===== src/ctp_pkg.sv =====
// Contract
// - six tag bytes sit after preamble and both addresses, before vlan tag
// - tag parsed only on cpu port frames while rx_cmd_tag_enable is set
// - prefix bytes 0,1 must equal cmd_tag_type_value, else tag ignored
// - matching prefix makes the tag contents steer switching of that frame
// - byte 2: bit 7 ignored, bit 6 map valid, bits 5:0 destination map
// - byte 3: bit 7 mirror valid, bit 6 mirror flag
// - byte 3: bit 5 management valid, bit 4 management flag
// - byte 3: bit 3 cross-domain valid, bit 2 cross-domain flag
// - byte 3: bit 1 learn_flag_valid, bit 0 learn_flag
// - byte 4: 6 queue valid, 5:4 queue, 2 egress valid, 1:0 egress ctl
// - byte 5: bit 6 tagged-member valid, bits 5:0 tagged-member port map
// - valid tag destination map overrides learned and default port maps
package ctp_pkg;
    localparam int PREAMBLE_LEN = 8;
    localparam int ADDR_LEN = 6;
    localparam int TAG_LEN = 6;
    localparam int CNT_W = 5;
    localparam logic [CNT_W-1:0] TAG_START = CNT_W'(PREAMBLE_LEN
                                                   + 2 * ADDR_LEN);
    localparam logic [CNT_W-1:0] TAG_LAST = CNT_W'(PREAMBLE_LEN + 2 * ADDR_LEN
                                                  + TAG_LEN - 1);
    localparam logic [CNT_W-1:0] CNT_FIRST = 5'h01;
    localparam int PORT_CNT = 6;
    localparam int TAG_W = 8 * TAG_LEN;
    // byte offsets inside the tag
    localparam int B_PFX0 = 0;
    localparam int B_PFX1 = 1;
    localparam int B_MAP = 2;
    localparam int B_FLAGS = 3;
    localparam int B_QOS = 4;
    localparam int B_MEMBER = 5;
    // bit positions
    localparam int MAP_VALID_BIT = 6;
    localparam int MIRROR_VALID_BIT = 7;
    localparam int MIRROR_BIT = 6;
    localparam int MGMT_VALID_BIT = 5;
    localparam int MGMT_BIT = 4;
    localparam int XDOM_VALID_BIT = 3;
    localparam int XDOM_BIT = 2;
    localparam int LEARN_VALID_BIT = 1;
    localparam int LEARN_BIT = 0;
    localparam int QUEUE_VALID_BIT = 6;
    localparam int QUEUE_LSB = 4;
    localparam int EGRESS_VALID_BIT = 2;
    localparam int EGRESS_LSB = 0;
    localparam int MEMBER_VALID_BIT = 6;

    typedef enum logic [1:0] {ST_IDLE, ST_HDR, ST_EVAL, ST_SKIP} ctp_state_t;

    typedef struct packed {
        logic map_valid;
        logic [PORT_CNT-1:0] map;
        logic mirror_valid;
        logic mirror;
        logic mgmt_valid;
        logic mgmt;
        logic xdom_valid;
        logic xdom;
        logic learn_flag_valid;
        logic learn_flag;
        logic queue_sel_valid;
        logic [1:0] queue_sel;
        logic egress_tag_ctl_valid;
        logic [1:0] egress_tag_ctl;
        logic member_valid;
        logic [PORT_CNT-1:0] member_map;
    } ctp_fields_t;
endpackage


===== src/ctp_tag_if.sv =====
interface ctp_tag_if;
    import ctp_pkg::*;
    logic [TAG_W-1:0] tag_bytes;
    logic [15:0] cmd_tag_type_value;
    logic prefix_match;
    ctp_fields_t fields;
    modport src (output tag_bytes, output cmd_tag_type_value,
                 input prefix_match, input fields);
    modport dec (input tag_bytes, input cmd_tag_type_value,
                 output prefix_match, output fields);
endinterface


===== src/ctp_rx_tag_parser.sv =====
module ctp_rx_tag_parser
    import ctp_pkg::*;
(
    input wire logic ref_clk,
    input wire logic rst_n,
    input wire logic rx_valid,
    input wire logic rx_sof,
    input wire logic rx_eof,
    input wire logic [7:0] rx_data,
    input wire logic rx_is_cpu_port,
    input wire logic rx_cmd_tag_enable,
    input wire logic [15:0] cmd_tag_type_value,
    input wire logic [PORT_CNT-1:0] dflt_port_map,
    input wire logic dflt_learn,
    input wire logic [1:0] dflt_queue,
    output logic tag_done,
    output logic tag_accepted,
    output logic dst_map_valid,
    output logic [PORT_CNT-1:0] dst_map,
    output logic mirror_valid,
    output logic mirror,
    output logic mgmt_valid,
    output logic mgmt,
    output logic xdom_valid,
    output logic xdom,
    output logic learn_flag_valid,
    output logic learn_flag,
    output logic queue_sel_valid,
    output logic [1:0] queue_sel,
    output logic egress_tag_ctl_valid,
    output logic [1:0] egress_tag_ctl,
    output logic member_valid,
    output logic [PORT_CNT-1:0] member_map,
    output logic [PORT_CNT-1:0] fwd_port_map,
    output logic fwd_learn,
    output logic [1:0] fwd_queue
);
    typedef struct packed {
        ctp_state_t st;
        logic [CNT_W-1:0] cnt;
        logic [TAG_W-1:0] tag;
        logic done;
        logic hit;
        ctp_fields_t f;
        logic [PORT_CNT-1:0] fwd_map;
        logic fwd_learn;
        logic [1:0] fwd_queue;
    } ctp_regs_t;

    ctp_regs_t r_reg;
    ctp_regs_t r_next;
    logic [1:0] rst_sync_reg;
    logic rst_int_n;
    logic [2:0] k;

    ctp_tag_if tif ();

    always_ff @(posedge ref_clk or negedge rst_n) begin
        if (!rst_n) begin
            rst_sync_reg <= 2'h0;
        end else begin
            rst_sync_reg <= {rst_sync_reg[0], 1'b1};
        end
    end
    assign rst_int_n = rst_sync_reg[1];

    assign tif.tag_bytes = r_reg.tag;
    assign tif.cmd_tag_type_value = cmd_tag_type_value;

    ctp_tag_decode u_dec (
        .tif(tif)
    );

    always_comb begin
        r_next = r_reg;
        r_next.done = 1'b0;
        k = 3'(r_reg.cnt - TAG_START);
        case (r_reg.st)
            ST_HDR: begin
                if (rx_valid) begin
                    if (r_reg.cnt >= TAG_START && r_reg.cnt <= TAG_LAST) begin
                        r_next.tag[8*k +: 8] = rx_data;
                    end
                    r_next.cnt = r_reg.cnt + CNT_FIRST;
                    if (r_reg.cnt == TAG_LAST) begin
                        r_next.st = ST_EVAL;
                    end else if (rx_eof) begin
                        r_next.st = ST_IDLE;
                    end
                end
            end
            ST_EVAL: begin
                r_next.done = 1'b1;
                r_next.hit = tif.prefix_match;
                // rejected tags report no valid field at all
                r_next.f = tif.prefix_match ? tif.fields : '0;
                r_next.fwd_map = dflt_port_map;
                r_next.fwd_learn = dflt_learn;
                r_next.fwd_queue = dflt_queue;
                if (tif.prefix_match && tif.fields.map_valid) begin
                    r_next.fwd_map = tif.fields.map;
                end
                if (tif.prefix_match && tif.fields.learn_flag_valid) begin
                    r_next.fwd_learn = tif.fields.learn_flag;
                end
                if (tif.prefix_match && tif.fields.queue_sel_valid) begin
                    r_next.fwd_queue = tif.fields.queue_sel;
                end
                r_next.st = ST_SKIP;
            end
            ST_IDLE, ST_SKIP: begin
            end
            default: begin
                r_next.st = ST_IDLE;
            end
        endcase
        if (rx_valid && rx_sof) begin
            r_next.cnt = CNT_FIRST;
            r_next.hit = 1'b0;
            r_next.f = '0;
            if (rx_is_cpu_port && rx_cmd_tag_enable) begin
                r_next.st = ST_HDR;
            end else begin
                r_next.st = ST_SKIP;
            end
        end
    end

    always_ff @(posedge ref_clk or negedge rst_int_n) begin
        if (!rst_int_n) begin
            r_reg <= '0;
        end else begin
            r_reg <= r_next;
        end
    end

    assign tag_done = r_reg.done;
    assign tag_accepted = r_reg.hit;
    assign dst_map_valid = r_reg.f.map_valid;
    assign dst_map = r_reg.f.map;
    assign mirror_valid = r_reg.f.mirror_valid;
    assign mirror = r_reg.f.mirror;
    assign mgmt_valid = r_reg.f.mgmt_valid;
    assign mgmt = r_reg.f.mgmt;
    assign xdom_valid = r_reg.f.xdom_valid;
    assign xdom = r_reg.f.xdom;
    assign learn_flag_valid = r_reg.f.learn_flag_valid;
    assign learn_flag = r_reg.f.learn_flag;
    assign queue_sel_valid = r_reg.f.queue_sel_valid;
    assign queue_sel = r_reg.f.queue_sel;
    assign egress_tag_ctl_valid = r_reg.f.egress_tag_ctl_valid;
    assign egress_tag_ctl = r_reg.f.egress_tag_ctl;
    assign member_valid = r_reg.f.member_valid;
    assign member_map = r_reg.f.member_map;
    assign fwd_port_map = r_reg.fwd_map;
    assign fwd_learn = r_reg.fwd_learn;
    assign fwd_queue = r_reg.fwd_queue;
endmodule // ctp_rx_tag_parser


===== src/ctp_tag_decode.sv =====
module ctp_tag_decode
    import ctp_pkg::*;
(
    ctp_tag_if.dec tif
);
    logic [7:0] tag_prefix_byte0;
    logic [7:0] tag_prefix_byte1;
    logic [7:0] b_map;
    logic [7:0] b_flags;
    logic [7:0] b_qos;
    logic [7:0] b_member;

    assign tag_prefix_byte0 = tif.tag_bytes[8*B_PFX0 +: 8];
    assign tag_prefix_byte1 = tif.tag_bytes[8*B_PFX1 +: 8];
    assign b_map = tif.tag_bytes[8*B_MAP +: 8];
    assign b_flags = tif.tag_bytes[8*B_FLAGS +: 8];
    assign b_qos = tif.tag_bytes[8*B_QOS +: 8];
    assign b_member = tif.tag_bytes[8*B_MEMBER +: 8];

    assign tif.prefix_match = ({tag_prefix_byte0, tag_prefix_byte1}
                               == tif.cmd_tag_type_value);
    assign tif.fields.map_valid = b_map[MAP_VALID_BIT];
    assign tif.fields.map = b_map[PORT_CNT-1:0];
    assign tif.fields.mirror_valid = b_flags[MIRROR_VALID_BIT];
    assign tif.fields.mirror = b_flags[MIRROR_BIT];
    assign tif.fields.mgmt_valid = b_flags[MGMT_VALID_BIT];
    assign tif.fields.mgmt = b_flags[MGMT_BIT];
    assign tif.fields.xdom_valid = b_flags[XDOM_VALID_BIT];
    assign tif.fields.xdom = b_flags[XDOM_BIT];
    assign tif.fields.learn_flag_valid = b_flags[LEARN_VALID_BIT];
    assign tif.fields.learn_flag = b_flags[LEARN_BIT];
    assign tif.fields.queue_sel_valid = b_qos[QUEUE_VALID_BIT];
    assign tif.fields.queue_sel = b_qos[QUEUE_LSB +: 2];
    assign tif.fields.egress_tag_ctl_valid = b_qos[EGRESS_VALID_BIT];
    assign tif.fields.egress_tag_ctl = b_qos[EGRESS_LSB +: 2];
    assign tif.fields.member_valid = b_member[MEMBER_VALID_BIT];
    assign tif.fields.member_map = b_member[PORT_CNT-1:0];
endmodule // ctp_tag_decode


===== config.mk =====
export PLATFORM = sky130hd
export DESIGN_NAME = ctp_rx_tag_parser
export DESIGN_NICKNAME = d
export VERILOG_FILES = /design/src/ctp_pkg.sv /design/src/ctp_tag_if.sv /design/src/ctp_rx_tag_parser.sv /design/src/ctp_tag_decode.sv
export SDC_FILE = /design/constraint.sdc
export NUM_CORES = 1
export LEC_CHECK = 0
export ABC_AREA = 1
export BUFFER_PORTS_ARGS = -buffer_cell sky130_fd_sc_hd__buf_2
export CAP_MARGIN = 25
export CORE_MARGIN = 4
export CORE_UTILIZATION = 30
export DETAILED_ROUTE_END_ITERATION = 6
export PLACE_DENSITY_LB_ADDON = 0.08
export SYNTH_ARGS = -nofsm -noshare
export SYNTH_HDL_FRONTEND = slang
export SYNTH_HIERARCHICAL = 1
export SYNTH_SLANG_ARGS = --single-unit
export TNS_END_PERCENT = 30

===== constraint.sdc =====
create_clock -name ref_clk -period 3.8 [get_ports ref_clk]
set_clock_uncertainty 0.2 [all_clocks]
set_input_delay 0.38 -clock ref_clk [delete_from_list [all_inputs] [get_ports ref_clk]]
set_output_delay 0.38 -clock ref_clk [all_outputs]
set_load 0.02 [all_outputs]

==> metrics.cfg <==
[outcome]
outcome=finished clean

[critical_path]
ff2ff_path_depth=10
cp.required_ps=3840
path_common_cell=nand2_1
crit_path_start=r_reg[87]
cp.arrival_ps=3240
end_kind=flop
path_buf_inv=2
path_class=reg -> reg
critical-path-max-stage-delay_ps=670
cpLargestDelayFamily=adder cells
worstReg2RegStart=r_reg[87]
crit_path_cell_trace=inv_2 -> ha_1 -> ha_1 -> inv_1 -> nor2_4 -> nand2_1 -> nor2_4 -> nand3_2 -> nand2_1 -> nand2_1
cp-start-kind=flop
cp.depth=10
cp_max_fo=20
slowest_stage=ha_1
r2r_setup_slack_ps=600

[grt]
grt_usage_pct=13.17
grt_pass1_vias=3608
antenna_found_initial=0
grt_pass1_wl_mm=19.00
grt_max_degree=78
overflow=0

[placed_design]
placed_area_sq_um=5140
place_congestion=0.8706
io_buffers=78
hpwl_mm=8.813

[detailed_routing]
viasPerCell=4.357
wl_per_cell_microns=13.51
drt_iter0_markers=201
dr.pass1.iters=4
ant_nets=0
finalWirelength_mm=11.55
num_vias=3725
drcViolationCount=0

[floorplan]
die_h_microns=136.6
die_area_sq_um=18650
rows=46
start_util_pct=30.89
io_pins=79
die_w_microns=136.6
floorplan.core_area_sq_um=16060

[finish]
fin_area_sq_um=5474
syn_to_final_growth_pct=10.37
layout.nets=679
antenna_cells=0
final_util_pct=34.09
drive_above_1_share_pct=19.72
num-fill-cells=1728

[cts]
clock_sinks=92
cts_tree=built
root_buffer=clkbuf_16
clk_latency_ps=350
path_clk_slew_ps=70
cts_buffers=9
clockBufferDepth=2
ctsResizeCount=0
h-tree-depth=3

[logic_synthesis]
synth_area_per_cell_sq_um=8.091
syn_inst=613
netlist_area_sq_um=4960
synth_warnings=6
syn-num-nets=658

[power]
power_leakage_nw=2.662
powerDensity_nw_per_um2=531.4
ir_drop_mv=0.2411

[sta]
final-hold-violation-count=0
grt_setup_unrepaired=false
fin_crit_sh_pct=84.31
worst_pin_slew_ps=652.2
setup_viol=0
slew_headroom_pct=56.47
min_period_ps=3204
slew_viol_final=0
setup-tns-final_ps=0
max_freq_mhz=312.1

[min_path]
hold_path_class=in -> reg

[flow_run]
drv_cap=0

==> power by group <==
| group | internal (W) | switching, W | total, W | leakage, nW |
|---|---|---|---|---|
| Combinational | 0.000250 | 0.000625 | 0.000875 | 1.27 |
| Sequential | 0.00105 | 0.0000674 | 0.00112 | 1.24 |
| Clock | 0.000531 | 0.000387 | 0.000917 | 0.150 |
| Total | 0.00183 | 0.00108 | 0.00291 | 2.66 |
==> metrics by stage <==
stage / hold slack (ps) / std cells / setup slack (ps) / total power, W
after floorplan: -115.6 / 613 / 847.7 / 0.001868
after global placement: -35.12 / 837 / 804.8 / 0.002002
after detailed placement: -32.48 / 837 / 611.5 / 0.002013
after CTS: 74.56 / 854 / 608.2 / 0.002953
after global routing: 80.45 / 855 / 250.1 / 0.003106
final: 89.71 / 855 / 596.3 / 0.002909
==> worst min-delay path by stage <==
| stage | from | end | slack, ps | cells past startpoint |
|---|---|---|---|---|
| 3_3_place_gp | rst_n | rst_sync_reg[0] | -40 | 1 |
| 3_5_place_dp | rst_n | rst_sync_reg[0] | -30 | 1 |
| 4_1_cts | dflt_queue[1] | fwd_queue[1] | 70 | 3 |
| 6_report | dflt_port_map[0] | fwd_port_map[0] | 90 | 3 |
| 5_1_grt | dflt_port_map[0] | fwd_port_map[0] | 80 | 3 |
| 2_1_floorplan | rst_n | rst_sync_reg[0] | -120 | 0 |
==> final cells by class <==
cell class	instances	area (sq um)	share of cell area (%)
Sequential cell	92	2306	42.13
Multi-Input combinational cell	383	1899	34.70
Timing Repair Buffer	85	457.9	8.366
Tap cell	216	270.3	4.937
Clock buffer	11	242.7	4.434
Inverter	63	236.5	4.320
Clock inverter	5	61.31	1.120
==> worst register-to-register path: cells and delay by family (launching register included) <==
family                   cells  cell delay [ps]
AND/OR/NAND/NOR              6              910
flip-flops                   1              580
buffers and inverters        2              480
adder cells (fa/ha/maj)      2              920
==> cells in the final DEF, fill, tap and decap left out <==
master / n
dfrtp_1: 91
conb_1: 1
dlygate4sd3_1: 1
clkbuf_16: 9
inv_1: 59
o21ai_2: 1
o21ai_1: 44
inv_2: 4
clkinv_4: 3
nor2_8: 1
xor2_1: 2
nand3_4: 4
dfrtp_4: 1
nand3_2: 4
a31oi_1: 8
nor2_1: 37
xnor2_1: 12
buf_12: 1
o22ai_1: 2
or2_1: 1
nor2_2: 4
nand2_1: 169
nand3_1: 52
clkbuf_1: 1
clkinv_2: 1
or2_2: 1
bufinv_16: 1
ha_1: 5
nand4_1: 7
o21ai_0: 15
nor2_4: 5
a21oi_1: 2
buf_2: 78
buf_4: 5
nor3_1: 4
nand2_2: 2
clkbuf_8: 1
==> metal layers <==
| metal | GRT usage (%) | part of all wire, % | routed length (microns) |
|---|---|---|---|
| met1 | 19.16 | 50 | 5768 |
| met4 | 4.703 | 1.4 | 161 |
| met2 | 19.00 | 42 | 4840 |
| met5 | 0 | 0 | 0 |
| met3 | 3.088 | 6.8 | 780 |
==> timing repair <==
item	4_1_cts	5_1_grt
buffers inserted	0	0
hold endpoints to repair	2	0
hold buffers	1	0
setup endpoints to repair	0	0
No activity file was read; power rests on OpenSTA's default activity.
